===== src/shared/ocpwm_pkg.sv =====
// Purpose: constants for the two-channel output compare / pwm timer
// Assumes: ahb-lite word registers, 16-bit counter
// Notes: offsets are byte addresses of aligned words
package ocpwm_pkg;
   localparam logic [7:0] OFF_TIMER_CTRL = 8'h00;
   localparam logic [7:0] OFF_COUNT = 8'h04;
   localparam logic [7:0] OFF_PERIOD = 8'h08;
   localparam logic [7:0] OFF_CHAN0_CTRL = 8'h0C;
   localparam logic [7:0] OFF_CHAN0_CMP = 8'h10;
   localparam logic [7:0] OFF_CHAN1_CTRL = 8'h14;
   localparam logic [7:0] OFF_CHAN1_CMP = 8'h18;
   // timer control fields
   localparam int TC_FLAG = 7;
   localparam int TC_HALT = 5;
   localparam int TC_RESET = 4;
   // channel control fields
   localparam int CC_FLAG = 7;
   localparam int CC_MSB = 5;
   localparam int CC_MSA = 4;
   localparam int CC_ELB = 3;
   localparam int CC_ELA = 2;
   localparam int CC_TOV = 1;
   localparam int CC_MAX = 0;
   localparam logic [7:0] TIMER_CTRL_RST = 8'h20;
   localparam logic [15:0] PERIOD_RST = 16'hFFFF;
   localparam logic [15:0] COUNT_RST = 16'h0000;
   localparam logic [2:0] PS_EXT = 3'h7;
   typedef enum logic [1:0] {ph_idle, ph_write, ph_read} bus_phase_t;
endpackage


===== src/rtl/ocpwm_prescaler.sv =====
// Purpose: divides bus clock into counter ticks
// Assumes: ext_clk_in synchronous to hclk
// Notes: select 7 picks external clock rising edges
`timescale 1ns/100ps
module ocpwm_prescaler #(
   parameter int DIV_W = 6
) (
   input wire logic hclk, // bus clock
   input wire logic hresetn, // async reset, low
   input wire logic clk_en, // freeze when low
   input wire logic clear, // restart prescaler
   input wire logic [2:0] sel, // divide select
   input wire logic ext_clk_in, // external timer clock
   output logic tick // counter tick
);
   import ocpwm_pkg::*;
   logic [DIV_W-1:0] div;
   logic ext_prev;
   logic [DIV_W-1:0] mask;
   always_comb begin
      mask = DIV_W'((1 << sel) - 1);
   end
   always_ff @(posedge hclk or negedge hresetn) begin
      if (!hresetn) begin
         div <= '0;
         ext_prev <= 1'b0;
      end else if (clk_en) begin
         ext_prev <= ext_clk_in;
         if (clear) begin
            div <= '0;
         end else begin
            div <= DIV_W'(div + 1'b1);
         end
      end
   end
   always_comb begin
      if (sel == PS_EXT) begin
         tick = clk_en && !clear && ext_clk_in && !ext_prev;
      end else begin
         tick = clk_en && !clear && ((div & mask) == mask);
      end
   end
endmodule


===== src/rtl/ocpwm_timer.sv =====
// Purpose: 16-bit timer with two compare channels and linked buffered pwm
// Assumes: one ahb-lite slave, zero wait states, okay only
// Notes: counter wraps to zero after matching period_limit
`timescale 1ns/100ps
module ocpwm_timer #(
   parameter int CNT_W = 16
) (
   input wire logic hclk, // bus clock
   input wire logic hresetn, // async reset, low
   input wire logic clk_en, // freezes all state when low
   input wire logic hsel, // slave select
   input wire logic [7:0] haddr, // byte address
   input wire logic [1:0] htrans, // transfer type
   input wire logic hwrite, // write
   input wire logic [2:0] hsize, // size, word only
   input wire logic [31:0] hwdata, // write data
   input wire logic hready, // bus ready
   output logic [31:0] hrdata, // read data
   output logic hreadyout, // always ready
   output logic hresp, // always okay
   input wire logic ext_clk_in, // external timer clock
   output logic chan0_pin, // channel 0 output
   output logic chan1_pin, // channel 1 output
   output logic chan1_pin_oe // high while chan1 drives pin
);
   import ocpwm_pkg::*;
   logic [7:0] timer_ctrl_status;
   logic [2:0] presc_sel;
   logic [CNT_W-1:0] count;
   logic [CNT_W-1:0] period_limit;
   logic [7:0] chan0_ctrl_status;
   logic [7:0] chan1_ctrl_status;
   logic [CNT_W-1:0] cmp0;
   logic [CNT_W-1:0] cmp1;
   logic last_wr1;
   logic active1;
   logic tick;
   logic ovf;
   logic match0;
   logic match1;
   logic [CNT_W-1:0] act_cmp;
   logic [CNT_W-1:0] next_count;
   logic chan0_link_select;
   logic [7:0] addr_q;
   bus_phase_t phase;
   logic wr_tc;
   logic wr_per;
   logic wr_c0;
   logic wr_c1;
   logic wr_cmp0;
   logic wr_cmp1;
   logic rd_tc;
   logic rd_c0;
   logic rd_c1;
   logic tc_armed;
   logic c0_armed;
   logic c1_armed;
   logic [CNT_W-1:0] wdat;

   function automatic logic pin_next(input logic [7:0] cc, input logic cur,
                                     input logic ov, input logic mt);
      logic v;
      v = cur;
      if (ov && cc[CC_TOV]) begin
         v = !v;
      end
      if (mt) begin
         case ({cc[CC_ELB], cc[CC_ELA]})
            2'b01: v = !v;
            2'b10: v = 1'b0;
            2'b11: v = 1'b1;
            default: v = v;
         endcase
      end
      if (cc[CC_TOV] && cc[CC_MAX]) begin
         v = 1'b1;
      end
      return v;
   endfunction

   // address phase capture; zero-wait data phase
   always_ff @(posedge hclk or negedge hresetn) begin
      if (!hresetn) begin
         phase <= ph_idle;
         addr_q <= 8'h00;
      end else if (clk_en && hready) begin
         if (hsel && htrans[1]) begin
            phase <= hwrite ? ph_write : ph_read;
            addr_q <= haddr;
         end else begin
            phase <= ph_idle;
         end
      end
   end

   assign hreadyout = 1'b1;
   assign hresp = 1'b0;
   assign wdat = hwdata[CNT_W-1:0];
   assign wr_tc = clk_en && phase == ph_write && addr_q == OFF_TIMER_CTRL;
   assign wr_per = clk_en && phase == ph_write && addr_q == OFF_PERIOD;
   assign wr_c0 = clk_en && phase == ph_write && addr_q == OFF_CHAN0_CTRL;
   assign wr_c1 = clk_en && phase == ph_write && addr_q == OFF_CHAN1_CTRL;
   assign wr_cmp0 = clk_en && phase == ph_write && addr_q == OFF_CHAN0_CMP;
   assign wr_cmp1 = clk_en && phase == ph_write && addr_q == OFF_CHAN1_CMP;
   assign rd_tc = clk_en && phase == ph_read && addr_q == OFF_TIMER_CTRL;
   assign rd_c0 = clk_en && phase == ph_read && addr_q == OFF_CHAN0_CTRL;
   assign rd_c1 = clk_en && phase == ph_read && addr_q == OFF_CHAN1_CTRL;
   assign chan0_link_select = chan0_ctrl_status[CC_MSB];

   ocpwm_prescaler #(.DIV_W(6)) u_presc (
      .hclk(hclk),
      .hresetn(hresetn),
      .clk_en(clk_en),
      .clear(wr_tc && hwdata[TC_RESET]),
      .sel(presc_sel),
      .ext_clk_in(ext_clk_in),
      .tick(tick)
   );

   // ticks only while running; one compare per tick
   assign ovf = tick && !timer_ctrl_status[TC_HALT] && count == period_limit;
   assign act_cmp = (chan0_link_select && active1) ? cmp1 : cmp0;
   // compare acts as the counter lands on the value, in step with the wrap,
   // so the pulse spans exactly the compare value in ticks
   assign next_count = (count == period_limit) ? COUNT_RST : CNT_W'(count + 1'b1);
   assign match0 = tick && !timer_ctrl_status[TC_HALT] && next_count == act_cmp;
   assign match1 = tick && !timer_ctrl_status[TC_HALT] && next_count == cmp1
                   && !chan0_link_select;

   always_ff @(posedge hclk or negedge hresetn) begin
      if (!hresetn) begin
         count <= COUNT_RST;
      end else if (clk_en) begin
         if (wr_tc && hwdata[TC_RESET]) begin
            count <= COUNT_RST;
         end else if (ovf) begin
            count <= COUNT_RST;
         end else if (tick && !timer_ctrl_status[TC_HALT]) begin
            count <= CNT_W'(count + 1'b1);
         end
      end
   end

   // flags: set wins over clear; clear needs prior read with flag set
   always_ff @(posedge hclk or negedge hresetn) begin
      if (!hresetn) begin
         timer_ctrl_status <= TIMER_CTRL_RST;
         presc_sel <= 3'h0;
         tc_armed <= 1'b0;
      end else if (clk_en) begin
         if (rd_tc) begin
            tc_armed <= timer_ctrl_status[TC_FLAG];
         end
         if (wr_tc) begin
            timer_ctrl_status[6:5] <= hwdata[6:5];
            presc_sel <= hwdata[2:0];
            if (!hwdata[TC_FLAG] && tc_armed) begin
               timer_ctrl_status[TC_FLAG] <= 1'b0;
               tc_armed <= 1'b0;
            end
         end
         if (ovf) begin
            timer_ctrl_status[TC_FLAG] <= 1'b1;
         end
      end
   end

   always_ff @(posedge hclk or negedge hresetn) begin
      if (!hresetn) begin
         chan0_ctrl_status <= 8'h00;
         chan1_ctrl_status <= 8'h00;
         c0_armed <= 1'b0;
         c1_armed <= 1'b0;
      end else if (clk_en) begin
         if (rd_c0) begin
            c0_armed <= chan0_ctrl_status[CC_FLAG];
         end
         if (rd_c1) begin
            c1_armed <= chan1_ctrl_status[CC_FLAG];
         end
         if (wr_c0) begin
            chan0_ctrl_status[6:0] <= hwdata[6:0];
            if (!hwdata[CC_FLAG] && c0_armed) begin
               chan0_ctrl_status[CC_FLAG] <= 1'b0;
               c0_armed <= 1'b0;
            end
         end
         if (wr_c1) begin
            chan1_ctrl_status[6:0] <= {hwdata[6], 1'b0, hwdata[4:0]};
            if (!hwdata[CC_FLAG] && c1_armed) begin
               chan1_ctrl_status[CC_FLAG] <= 1'b0;
               c1_armed <= 1'b0;
            end
         end
         if (match0) begin
            chan0_ctrl_status[CC_FLAG] <= 1'b1;
         end
         if (match1) begin
            chan1_ctrl_status[CC_FLAG] <= 1'b1;
         end
      end
   end

   always_ff @(posedge hclk or negedge hresetn) begin
      if (!hresetn) begin
         period_limit <= PERIOD_RST;
         cmp0 <= '0;
         cmp1 <= '0;
      end else if (clk_en) begin
         if (wr_per) begin
            period_limit <= wdat;
         end
         if (wr_cmp0) begin
            cmp0 <= wdat;
         end
         if (wr_cmp1) begin
            cmp1 <= wdat;
         end
      end
   end

   // last-written record, latched to active pair at overflow
   always_ff @(posedge hclk or negedge hresetn) begin
      if (!hresetn) begin
         last_wr1 <= 1'b0;
         active1 <= 1'b0;
      end else if (clk_en) begin
         if (wr_cmp1) begin
            last_wr1 <= 1'b1;
         end else if (wr_cmp0) begin
            last_wr1 <= 1'b0;
         end
         if (!chan0_link_select) begin
            active1 <= 1'b0;
         end else if (ovf) begin
            active1 <= last_wr1;
         end
      end
   end

   always_ff @(posedge hclk or negedge hresetn) begin
      if (!hresetn) begin
         chan0_pin <= 1'b0;
         chan1_pin <= 1'b0;
      end else if (clk_en) begin
         if (chan0_link_select || chan0_ctrl_status[CC_MSA]) begin
            chan0_pin <= pin_next(chan0_ctrl_status, chan0_pin, ovf, match0);
         end
         if (!chan0_link_select && chan1_ctrl_status[CC_MSA]) begin
            chan1_pin <= pin_next(chan1_ctrl_status, chan1_pin, ovf, match1);
         end
      end
   end
   assign chan1_pin_oe = !chan0_link_select && chan1_ctrl_status[CC_MSA];

   always_comb begin
      hrdata = 32'h0000_0000;
      if (phase == ph_read) begin
         case (addr_q)
            OFF_TIMER_CTRL: hrdata = {24'h00_0000, timer_ctrl_status[7:5], 2'b00, presc_sel};
            OFF_COUNT: hrdata = {16'h0000, count};
            OFF_PERIOD: hrdata = {16'h0000, period_limit};
            OFF_CHAN0_CTRL: hrdata = {24'h00_0000, chan0_ctrl_status};
            OFF_CHAN0_CMP: hrdata = {16'h0000, cmp0};
            OFF_CHAN1_CTRL: hrdata = {24'h00_0000, chan1_ctrl_status};
            OFF_CHAN1_CMP: hrdata = {16'h0000, cmp1};
            default: hrdata = 32'h0000_0000;
         endcase
      end
   end

   a_ovf_flag: assert property (@(posedge hclk) disable iff (!hresetn)
      ovf && clk_en |=> timer_ctrl_status[TC_FLAG]) else $error("overflow flag missed");
   a_ovf_wrap: assert property (@(posedge hclk) disable iff (!hresetn)
      ovf && clk_en && !wr_tc |=> count == '0) else $error("counter did not wrap");
   a_match_flag: assert property (@(posedge hclk) disable iff (!hresetn)
      match0 && clk_en |=> chan0_ctrl_status[CC_FLAG]) else $error("match flag missed");
   a_clear_low: assert property (@(posedge hclk) disable iff (!hresetn)
      clk_en && match0 && !ovf && chan0_ctrl_status[3:0] == 4'b1000 && chan0_ctrl_status[CC_MSA]
      |=> !chan0_pin) else $error("clear on compare failed");
   a_set_high: assert property (@(posedge hclk) disable iff (!hresetn)
      clk_en && match0 && !ovf && chan0_ctrl_status[3:2] == 2'b11 && chan0_ctrl_status[CC_MSA]
      |=> chan0_pin) else $error("set on compare failed");
   a_max_duty: assert property (@(posedge hclk) disable iff (!hresetn)
      clk_en && chan0_ctrl_status[CC_TOV] && chan0_ctrl_status[CC_MAX] && chan0_link_select
      |=> chan0_pin) else $error("max duty not held");
   a_active_swap: assert property (@(posedge hclk) disable iff (!hresetn)
      clk_en && !ovf && chan0_link_select && !$past(!chan0_link_select) |=> $stable(active1))
      else $error("active pair changed mid period");
   a_rst_clear: assert property (@(posedge hclk) disable iff (!hresetn)
      wr_tc && hwdata[TC_RESET] |=> count == '0) else $error("counter reset failed");
   a_link_oe: assert property (@(posedge hclk) disable iff (!hresetn)
      chan0_link_select |-> !chan1_pin_oe) else $error("chan1 pin driven while linked");
   c_ovf: cover property (@(posedge hclk) disable iff (!hresetn) ovf);
   c_swap: cover property (@(posedge hclk) disable iff (!hresetn) ovf && last_wr1 && !active1);
   c_match: cover property (@(posedge hclk) disable iff (!hresetn) match0 && chan0_link_select);
endmodule


===== config.mk =====
export PLATFORM = sky130hd
export DESIGN_NAME = ocpwm_timer
export DESIGN_NICKNAME = d
export VERILOG_FILES = /design/src/shared/ocpwm_pkg.sv /design/src/rtl/ocpwm_prescaler.sv /design/src/rtl/ocpwm_timer.sv
export SDC_FILE = /design/constraint.sdc
export NUM_CORES = 1
export LEC_CHECK = 0
export BUFFER_PORTS_ARGS = -buffer_cell sky130_fd_sc_hd__buf_2
export CORE_ASPECT_RATIO = 1.4
export CORE_MARGIN = 2
export CORE_UTILIZATION = 35
export DETAILED_ROUTE_END_ITERATION = 7
export PLACE_DENSITY = 0.54
export SETUP_SLACK_MARGIN = 0.15
export SYNTH_ARGS = -nofsm -noshare
export SYNTH_HDL_FRONTEND = slang
export SYNTH_SLANG_ARGS = --single-unit

===== constraint.sdc =====
create_clock -name hclk -period 3.81 [get_ports hclk]
set_clock_uncertainty 0.2 [all_clocks]
set_input_delay 0.5715 -clock hclk [delete_from_list [all_inputs] [get_ports hclk]]
set_output_delay 0.5715 -clock hclk [all_outputs]
set_load 0.02 [all_outputs]

=== Word-level counts from Yosys, hierarchy flattened ===
Cells that the tools add are included.

* $add $sub $neg: 3
* Multipliers: 0
* Divide/modulo/power cells: 0
* $lt $le $gt $ge: 0
* Eq/ne operators: 20
* Shift-type cells: 1
* Multiplexer cells: 45
* Bitwise operators: 1
* Reductions and logical operators: 66

{| class="wikitable"
|+ Operators by type and width
! operator !! count
|-
| $pmux 16 s7 || 1
|-
| $mux 16 || 6
|-
| $eq 16x16->1 || 3
|-
| $logic_and 1x1->1 || 32
|-
| $mux 1 || 30
|-
| $eq 8x5->1 const B || 3
|-
| $reduce_and 2->1 || 12
|-
| $add 16x1->16 const B || 1
|-
| $eq 8x4->1 const B || 2
|-
| $mux 8 || 2
|-
| $reduce_bool 2->1 || 7
|-
| $eq 2x2->1 const B || 5
|-
| $logic_not 1->1 || 9
|-
| $reduce_and 3->1 || 3
|-
| $eq 8x3->1 const B || 1
|-
| $logic_not 8->1 || 1
|-
| $add 6x1->6 const B || 1
|-
| $and 6x6->6 || 1
|-
| $eq 2x1->1 const B || 3
|-
| $eq 6x6->1 || 1
|-
| $mux 6 || 1
|-
| $pmux 1 s3 || 2
|-
| $shl 1x3->6 const A || 1
|-
| $sub 6x2->6 const B || 1
|-
| other kinds (6) || 7
|}

* Register bits: 109
* Bits in latches: 0
* RAM bits: 0
* Bits in read-only memories: 0
* Input bits: 52
* Output and inout port bits: 37
* Word-level logic and storage cells: 158
* Memories kept: 0

=== Depth between registers and ports, before layout ===
Gate-level depths: netlist (run 1).

* Depth after elaboration: 19
* Depth in mapped cells: 13
* Depth with buffers taken out: 10

=== Cells and area by module ===
Synthesis (run 1) repeated with hierarchy kept, for this count alone.

* Cells, all modules: 679
* Area total of the unflattened synthesis: 6857.8 um^2

{| class="wikitable"
|+ Modules (own cells, without submodules)
! module !! times used !! cells an instance !! area an instance (um^2) !! sequential area each (um^2)
|-
| ocpwm_timer || 1 || 634 || 6422.4 || 2573.7
|-
| ocpwm_prescaler || 1 || 45 || 435.4 || 175.2
|}

=== Worst setup path before layout (run 1) ===
Ideal clock, no wire load.

* Path type: flip-flop to flip-flop
* From: register presc_sel[2]
* To: register chan1_pin
* Library setup time: 94 ps
* Arrival: 3122 ps
* Data required time: 3516 ps
* Path slack: 394 ps
* Stages on the path, launching flop included: 11
* Buffers on the path: 1
* Clock period less this slack: 3416 ps
* Cell sequence: dfrtp_1 buf_2 or3_1 ha_1 xor2_1 a211o_1 a2111oi_2 o311ai_0 or4_4 o31a_1 a211oi_1

* Cells in the longest elaborated chain, start to end: 16
* Elaborated cells between the ends (all ways): 19
* Those cells by class: add/sub (1); eq/ne (2); shift (1); mux (7); bitwise (1); reduce/logical (7)

{| class="wikitable"
|+ RTL lines
! element !! RTL line !! source
|-
| from (decl) || ocpwm_timer.sv:28 || <nowiki>logic [2:0] presc_sel;</nowiki>
|-
| from (signal assigned) || ocpwm_timer.sv:156 || <nowiki>presc_sel <= hwdata[2:0];</nowiki>
|-
| $shl 1x3->6 || ocpwm_prescaler.sv:21 || <nowiki>mask = DIV_W'((1 << sel) - 1);</nowiki>
|-
| $sub 6x2->6 || ocpwm_prescaler.sv:21 ||
|-
| $and 6x6->6 || ocpwm_prescaler.sv:40 || <nowiki>tick = clk_en && !clear && ((div & mask) == mask);</nowiki>
|-
| $eq 6x6->1 || ocpwm_prescaler.sv:40 ||
|-
| $logic_and 1x1->1 || ocpwm_prescaler.sv:40 ||
|-
| $mux 1 (*) || ocpwm_prescaler.sv:37 || <nowiki>if (sel == PS_EXT) begin</nowiki>
|-
| $logic_and 1x1->1 (*) || ocpwm_timer.sv:121, ocpwm_timer.sv:127 ||
|-
| $logic_and 1x1->1 || ocpwm_timer.sv:121 || <nowiki>assign ovf = tick && !timer_ctrl_status[TC_HALT] && count == period_limit;</nowiki>
|-
| $logic_and 1x1->1 || ocpwm_timer.sv:64 || <nowiki>if (ov && cc[CC_TOV]) begin</nowiki>
|-
| $mux 1 || ocpwm_timer.sv:64 ||
|-
| $mux 1 || ocpwm_timer.sv:249 || <nowiki>if (!chan0_link_select && chan1_ctrl_status[CC_MSA]) begin</nowiki>
|-
| $mux 1 || ocpwm_timer.sv:245 || <nowiki>end else if (clk_en) begin</nowiki>
|-
| $logic_not 1->1 || ocpwm_timer.sv:69 || <nowiki>2'b01: v = !v;</nowiki>
|-
| $pmux 1 s3 || ocpwm_timer.sv:68 || <nowiki>case ({cc[CC_ELB], cc[CC_ELA]})</nowiki>
|-
| $mux 1 (*) || ocpwm_timer.sv:67 || <nowiki>if (mt) begin</nowiki>
|-
| $mux 1 (*) || ocpwm_timer.sv:75 || <nowiki>if (cc[CC_TOV] && cc[CC_MAX]) begin</nowiki>
|-
| to (signal assigned) || ocpwm_timer.sv:250 || <nowiki>chan1_pin <= pin_next(chan1_ctrl_status, chan1_pin, ovf, match1);</nowiki>
|-
| to (decl) || ocpwm_timer.sv:23 || <nowiki>output logic chan1_pin,</nowiki>
|}

Mark *: on every way between the ends. The rest lies on a longest branch, timed or not. The select of a mux whose other input is x is not followed.
A chain may end at the register's enable or synchronous reset.

=== Worst setup path in the final report (run 1) ===
Ends and elaborated chain as after synthesis.

==> flow_summary.toml, run 1 <==
[run_status]
status = "complete, but fails checks"
failed_checks = "DRC"

[hold_path]
hold_class = "in -> async"

[place]
dp_cells = 995
place_hpwl_um = 16200
place_ws_ns = 0.231
gp_congestion = 0.952
portBuffers = 50

[cts]
clk_pin_slew_worst_paths_ns = 0.07
cts_setup_buffers = 0
clock_path_buffers = 2
cts_hold_buf = 0
root_buffer = "clkbuf_16"
tritoncts = "built"
clkLatencyLatePin_ns = 0.36
clock_sinks = 109
cts_buffers = 9
h-tree-depth = 3

[timing]
fmax_mhz = 289
worst_slack_ns = 0.349
finalSetupViolCount = 0
rsz0062_at_grt = "yes"
worst_pin_slew_ns = 1.09
maxSlewViolCount = 0
relSlewSlack_pct = 27.1
tns_ns = 0
min_period_over_period_pct = 90.8
period_needed_ns = 3.46
hold_viol = 0
hold_slack_ns = 0.219

[routing]
vias = 5919
dr.pass1.iters = 8
via_per_inst = 5.85
drt_iter0_drc = 366
wl_um = 21700
wire_per_inst_um = 21.4
ant_nets = 0
drc = 9

[synthesis]
ys_ff_latch = 109
yosysMostFrequentCell = "dfrtp_1"
yosys-top-cells-count = "dfrtp_1 (92), mux2_2 (78), nand2_1 (58), o21ai_0 (42), nor2_1 (37)"
synth_top_area_cell = "dfrtp_1"
synth_edf_count = 0
synthTopCellsByArea = "dfrtp_1 (33%), mux2_2 (13%), dfstp_2 (6.4%)"
async_flop_share_pct = 100
syn-cell-area_sq_um = 6990
syn_inst = 702
synth.top_cell.area_share_pct = 32.9
yosysWarnings = 0
avgSynthCellArea_sq_um = 9.96
synth_ff_type = "dfrtp_1"
ys_seq_area_share_pct = 39.3
ys_types = 84

[pwr]
power_density_nw_per_um2 = 448
pwr-share-comb_pct = 31.2
pwr-share-clk_pct = 28.4
seq_power_share_pct = 40.4
power_switching_mw = 1.28
ir_drop_mv = 0.259
intPower_mw = 2.23
p_leak_nw = 3.56
swShare_pct = 36.6

[worst_setup_path]
r2r_slack_ns = 0.35
worstSetupEndpointType = "register"
cp-start-kind = "register"
crit_fanout = 3
cp_data_arrival_time_ns = 3.53
ff2ff_path_depth = 9
worst-endpoint-required_ns = 3.88
path_class = "reg -> reg"

[cells_and_area]
final_cells = 1011
n_antenna_cell = 0
fin_nets = 809
drive_above_1_share_pct = 30.3
syn_to_final_growth_pct = 12.1

[grt]
grt_usage_pct = 21.5
grt_pass1_vias = 6169
grt-ovfl-total = 0
grt_first_pass_wirelength_um = 34700
grt_start_max_net_pins = 84
antenna_found_initial = 0

[die]
boundaryPins = 89
die_x_um = 123
num_rows = 61
core_area_sq_um = 19800
start_util_pct = 35.4
die_h_um = 171
fp.dieArea_sq_um = 21100

[job]
maxCapViolCount = 0
-- kinds of logic (layout without fill, tap and decap cells) --
logic type / after synthesis / in the layout / synth area share, %
DFF: 109 / 109 / 39.3
xor gates and xnor gates: 44 / 44 / 5.74
adders and majority gates: 3 / 3 / 0.537
muxes: 89 / 89 / 14.1
buffers and inverters: 75 / 116 / 6.57
other: 2 / 18 / 0.107
and+or+nand+nor: 207 / 207 / 16.2
AOI/OAI and AO/OA: 173 / 173 / 17.4
-- per-layer routing --
metal	GRT usage (%)	up-vias	share of wire, %
met4	14.4	0	6.9
li1	-	2675	-
met5	0	-	0
met2	37.7	222	52
met1	23.9	2947	37
met3	2.92	75	4.0
-- cells in the final DEF, fill, tap and decap left out, types with 4 or more instances in the layout --
master	instances
inv_1	10
o21a_1	4
dfrtp_1	92
nor2_1	37
xor2_1	29
nand2b_1	4
or3_1	5
nand4_1	13
conb_1	18
a222oi_1	8
a22oi_1	31
nor2b_1	8
a31oi_1	14
buf_4	41
nand2_1	58
nor3_1	10
nand3_1	16
xnor2_1	13
mux2_2	78
and2_1	4
and3_1	8
a21oi_1	23
buf_2	49
o21ai_0	42
mux2i_1	11
nor4_1	11
nand3b_1	4
dfstp_2	17
clkbuf_16	9
-- flip-flops by register name, indices dropped and copies added, names as in the netlist, 3 cells and up --
register,flops
presc_sel,3
period_limit,16
chan1_ctrl_status,7
addr_q,8
u_presc.div,6
chan0_ctrl_status,8
cmp0,16
cmp1,16
timer_ctrl_status,3
count,16
-- layout make-up --
cell class,instances,area [sq um]
clock buffer,9,225
clock inverter,7,83.8
fill,1940,11900
inverter,10,37.5
multi-input combinational,534,3880
sequential,109,2750
tap,252,315
timing repair buffer,90,553
-- metrics by stage --
step           total power [mW]  utilization [%]  area, sq um
6_report                   3.51             39.7         7840
5_1_grt                    3.71             39.7         7840
4_1_cts                    3.51             39.5         7820
3_5_place_dp               2.50             38.0         7510
3_3_place_gp               2.47             38.0         7510
2_1_floorplan              2.14                -         7050
-- power groups by stage --
stage               sequential, mW  clock [mW]  combinational [mW]
finish                        1.42       0.996                1.09
floorplan                     1.39           0               0.745
global route                  1.44        1.07                1.20
global placement              1.43           0                1.04
CTS                           1.42        1.02                1.07
detailed placement            1.44           0                1.07
-- worst max-delay path, cell delays in order (launching register included) --
cell and delay (ns):
dfrtp_1 0.37, or3_1 0.37, ha_1 0.24, xor2_1 0.17, a211o_1 0.35, a2111oi_4 0.41
o311ai_1 0.19, or4_4 0.54, o31a_1 0.30, a211oi_1 0.20
-- path summary, 6_finish.rpt --
kind	from	to
worst max register to register	presc_sel[2]	chan1_pin
min in group hclk	hwrite	phase[1]
worst max-delay path	presc_sel[2]	chan1_pin
worst min register to register	last_wr1	last_wr1
max in group asynchronous	hresetn	period_limit[1]
worst min-delay path	hresetn	addr_q[2]
-- what timing repair did --
action	4_1_cts	5_1_grt
resized for setup	0	5
endpoints found under the setup margin	0	1
endpoints found under the hold margin	0	0
No activity file was read; power rests on OpenSTA's default activity.
==> run 2: changes to the inputs <==
Settings changed: CELL_PAD_IN_SITES_DETAIL_PLACEMENT set to 0, CELL_PAD_IN_SITES_GLOBAL_PLACEMENT set to 1, PLACE_DENSITY 0.54 to 0.65.
==> run 2 against run 1 <==
Against the previous run: the flow now finishes without violations; combinational power hardly changed; die area stayed put; cell area is 0.35% higher; critical path depth stayed put; flip-flop and latch count stayed put; global-route usage is 0.051 points lower; final cell count is 0.49% higher; clock power is 6.8% lower; sequential share of layout area is 0.12 points lower; register-to-register slack worse by 0.10 ns; largest power group unchanged.
==> flow_summary.toml, run 2 (synthesized netlist as in run 1, its figures left out) <==
[worst_setup_path]
setup.worst_path.end = "chan1_pin"
ff2ff_path_depth = 9
critical_path.top_delay_family = "compound AO/OA/AOI/OAI gates"
crit_fanout = 3
worst_r2r_startpoint = "presc_sel[2]"
path_class = "reg -> reg"
path_cells = "or3_1, ha_1, xor2_1, a211o_1, a2111oi_4, o311ai_1, or4_4, o31a_1, a211oi_1"
cp.depth = 9
cp-start-kind = "register"
cp_data_arrival_time_ns = 3.62
worstSetupEndpointType = "register"
critPathBufInv = 0
worst-endpoint-required_ns = 3.87
r2r_slack_ns = 0.25
critPathSlowestCell = "or4_4"
cpPeakStageDelay_ns = 0.55
crit_start = "presc_sel[2]"
reg2reg_to = "chan1_pin"

[die]
fp.dieArea_sq_um = 21100
die_x_um = 123
core_area_sq_um = 19800
num_rows = 61
boundaryPins = 89
die_h_um = 171
start_util_pct = 35.4

[timing]
fmax_mhz = 281
min_period_over_period_pct = 93.5
hold_viol = 0
rsz0062_at_grt = "yes"
relSlewSlack_pct = 34.0
period_needed_ns = 3.56
tns_ns = 0
finalSetupViolCount = 0
maxSlewViolCount = 0
worst_pin_slew_ns = 0.988

[grt]
grt-ovfl-total = 0
grt_usage_pct = 21.5
grt_pass1_vias = 5989
antenna_found_initial = 0
grt_start_max_net_pins = 61
grt_first_pass_wirelength_um = 34200

[routing]
wl_um = 22000
via_per_inst = 5.69
ant_nets = 0
drc = 0
vias = 5780
drt_iter0_drc = 429
dr.pass1.iters = 6
wire_per_inst_um = 21.6

[place]
portBuffers = 50
gp_congestion = 0.883
place_hpwl_um = 16900

[pwr]
power_density_nw_per_um2 = 438
p_leak_nw = 3.58
ir_drop_mv = 0.283

[job]
maxCapViolCount = 0

[cells_and_area]
final_common_cell = "dfrtp_1"
drive_above_1_share_pct = 30.9
layout_common_cells = "dfrtp_1 (92), mux2_2 (78), nand2_1 (58), buf_2 (49), buf_4 (45)"
fin_nets = 814
fin_util_pct = 39.8
n_antenna_cell = 0
syn_to_final_growth_pct = 12.5

[cts]
clock_sinks = 109
root_buffer = "clkbuf_16"
h-tree-depth = 3
clk_pin_slew_worst_paths_ns = 0.08
clkLatencyLatePin_ns = 0.36
cts_setup_buffers = 0
cts_hold_buf = 0
tritoncts = "built"
cts_buffers = 9
clock_path_buffers = 2

[hold_path]
hold_class = "in -> async"

[run_status]
status = "finished clean"
-- run 2: timing repair --
item                                    in CTS  in global routing
endpoints found under the setup margin       1                  2
gates resized for setup                      2                  4
cloned                                       0                  0
-- run 2: worst min path at each step --
stage                           end     start  slack (ns)  cells after the start
2_1_floorplan               active1   hresetn        0.08                      0
3_3_place_gp               last_wr1  last_wr1        0.26                      2
3_5_place_dp               last_wr1  last_wr1        0.26                      2
4_1_cts                     cmp1[5]   hresetn        0.13                      1
5_1_grt        chan1_ctrl_status[3]   hresetn        0.17                      1
6_report                    cmp0[1]   hresetn         0.1                      1
-- run 2: power by group --
part / internal, mW / total, mW / switching (mW)
clock: 0.453 / 0.928 / 0.476
sequential: 1.28 / 1.42 / 0.139
combinational: 0.426 / 1.09 / 0.669
total: 2.16 / 3.44 / 1.28
-- run 2: area by class of cell --
class / instances / area (sq um)
inverter: 10 / 37.5
multi-input combinational: 534 / 3880
clock inverter: 7 / 58.8
tap: 252 / 315
fill: 1930 / 11900
clock buffer: 9 / 225
timing repair buffer: 95 / 603
sequential: 109 / 2750
-- run 2: per-layer routing --
metal  routed length, um  GRT usage (%)  up-vias
li1                    -              -     2694
met3                 878           3.42       68
met4                1210           12.5        0
met5                   0              0        -
met1                8240           23.6     2853
met2               11700           38.5      165
-- run 2: worst register-to-register path, cell delays in order, from the launching register on --
cell and delay (ns):
dfrtp_1 0.38, or3_1 0.38, ha_1 0.25, xor2_1 0.17, a211o_1 0.35, a2111oi_4 0.42
o311ai_1 0.20, or4_4 0.55, o31a_1 0.30, a211oi_1 0.26
-- run 2: per-stage QoR --
stage	cells	worst slack, ns	hold slack (ns)	power (mW)	cell area [sq um]
detailed placement	1000	0.163	0.260	2.50	7560
floorplan	718	0.394	0.0759	2.14	7050
global placement	1000	0.252	0.258	2.48	7560
CTS	1016	0.164	0.130	3.44	7850
global route	1016	0.106	0.165	3.63	7870
finish	1016	0.246	0.0992	3.44	7870
==> run 3: changes to the inputs <==
Settings changed: CTS_BUF_LIST set to sky130_fd_sc_hd__clkbuf_8, PLACE_DENSITY 0.65 to unset, PLACE_DENSITY_LB_ADDON set to 0.15.
==> run 3 against run 2 <==
Against the previous run: sequential power barely moved; highest routed layer unchanged; critical path type unchanged; count of clock-buffer cells in the layout rose by 1; via count rose by 0.67%; combinational power barely moved; core utilization fell by 0.41 points; flip-flop and latch count did not move; cell area fell by 1.0%.
==> flow_summary.toml, run 3 (synthesized netlist as in run 1, its figures left out) <==
[routing]
via_per_inst = 5.71
wire_per_inst_um = 22.3
ant_nets = 0
dr.pass1.iters = 5
vias = 5819
drt_iter0_drc = 348
wl_um = 22700
drc = 0

[place]
dp_cells = 1003
place_hpwl_um = 17200
gp_congestion = 0.860
placed_cell_area_sq_um = 7580
portBuffers = 50

[cells_and_area]
final_cells = 1019
layout_common_cells = "dfrtp_1 (92), mux2_2 (78), nand2_1 (58), buf_2 (49), buf_4 (48)"
fin_nets = 817
drive_above_1_share_pct = 30.9
nFillCells = 2011
syn_to_final_growth_pct = 11.4
seq_area_sq_um = 2750
postLayoutCellArea_sq_um = 7790
multi_input_area_sq_um = 3870
n_antenna_cell = 0
final_common_cell = "dfrtp_1"

[worst_setup_path]
cp_data_arrival_time_ns = 3.66
path_class = "reg -> reg"
cp-start-kind = "register"
crit_fanout = 3
worstSetupEndpointType = "register"
worst-endpoint-required_ns = 3.92

[pwr]
power_switching_mw = 1.26
pwr-share-comb_pct = 33.9
power.total_mw = 3.24
seq_power_share_pct = 43.9
p_leak_nw = 3.56
swShare_pct = 38.9
pwr-share-clk_pct = 22.2
power_density_nw_per_um2 = 416
ir_drop_mv = 0.230
intPower_mw = 1.98

[cts]
cts_setup_buffers = 0
clkLatencyLatePin_ns = 0.40
cts_buffers = 9
clock_sinks = 109
clock_path_buffers = 2
root_buffer = "clkbuf_8"
clk_pin_slew_worst_paths_ns = 0.11
tritoncts = "built"
h-tree-depth = 3

[die]
num_rows = 61
fp.dieArea_sq_um = 21100
boundaryPins = 89
core_area_sq_um = 19800
die_h_um = 171
start_util_pct = 35.4
die_x_um = 123

[timing]
hold_slack_ns = 0.00999
relSlewSlack_pct = 33.1
min_period_over_period_pct = 93.1
tns_ns = 0
period_needed_ns = 3.55
maxSlewViolCount = 0
hold_viol = 0
worst_pin_slew_ns = 1.00
rsz0062_at_grt = "yes"
finalSetupViolCount = 0
fmax_mhz = 282

[grt]
grt_first_pass_wirelength_um = 34900
grt_pass1_vias = 5794
grt_usage_pct = 22.3
grt_start_max_net_pins = 58
antenna_found_initial = 0
grt-ovfl-total = 0

[run_status]
status = "finished clean"

[job]
maxCapViolCount = 0

[hold_path]
hold_class = "in -> async"
## run 3: cell types whose count changed in the layout (fill, tap and decap cells not counted), sizes merged
cell,change
clkbuf,+1
inv,+1
clkinvlp,-2
buf,+3
## run 3: cell type report
class	count	share of cell area, %
Clock inverter	6	0.675
Tap cell	252	4.05
Multi-Input combinational cell	534	49.7
Inverter	10	0.482
Sequential cell	109	35.3
Clock buffer	10	1.77
Timing Repair Buffer	98	8.03
## run 3: routing by layer
| metal | GRT usage, % | up-vias | part of all wire (%) |
|---|---|---|---|
| met5 | 0 | - | 0 |
| met4 | 9.14 | 0 | 3.6 |
| met3 | 2.85 | 41 | 2.9 |
| met2 | 40.7 | 151 | 54 |
| met1 | 25.8 | 2928 | 39 |
| li1 | - | 2699 | - |
## run 3: power groups by stage
stage / registers (mW) / logic (mW) / clock network, mW
after floorplan: 1.39 / 0.745 / 0
after global placement: 1.44 / 1.07 / 0
after detailed placement: 1.44 / 1.09 / 0
after CTS: 1.42 / 1.09 / 0.746
after global routing: 1.44 / 1.22 / 0.782
final: 1.42 / 1.10 / 0.719
## run 3: worst paths after layout
path | endpoint | slack, ns | cells past startpoint | start
setup / recovery | chan1_pin | 0.26 | 9 | presc_sel[2]
hold / removal | count[2] | 0.01 | 1 | hresetn
setup reg to reg | chan1_pin | 0.26 | 9 | presc_sel[2]
hold reg to reg | last_wr1 | 0.29 | 2 | last_wr1
max in group asynchronous | period_limit[2] | 2.59 | 2 | hresetn
min in group hclk | phase[1] | 0.17 | 2 | hwrite
## run 3: metrics by stage
stage | setup slack, ns | util [%]
global route | 0.103 | 39.4
CTS | 0.161 | 39.3
floorplan | 0.394 | -
finish | 0.263 | 39.4
detailed placement | 0.162 | 38.3
global placement | 0.248 | 38.3
## run 3: repair_timing
action / in CTS / in global routing
setup endpoints to repair: 0 / 3
hold buffers: 0 / 0
gates resized for setup: 0 / 3
endpoints found under the hold margin: 0 / 0
## run 3: worst max-delay path, stage by stage, from the launching register on
cell and delay, ns:
dfrtp_1 0.39, or3_1 0.39, ha_1 0.25, xor2_1 0.17, a211o_1 0.35, a2111oi_4 0.42, o311ai_0 0.25, or4_4 0.57
o31a_1 0.31, a211oi_1 0.19
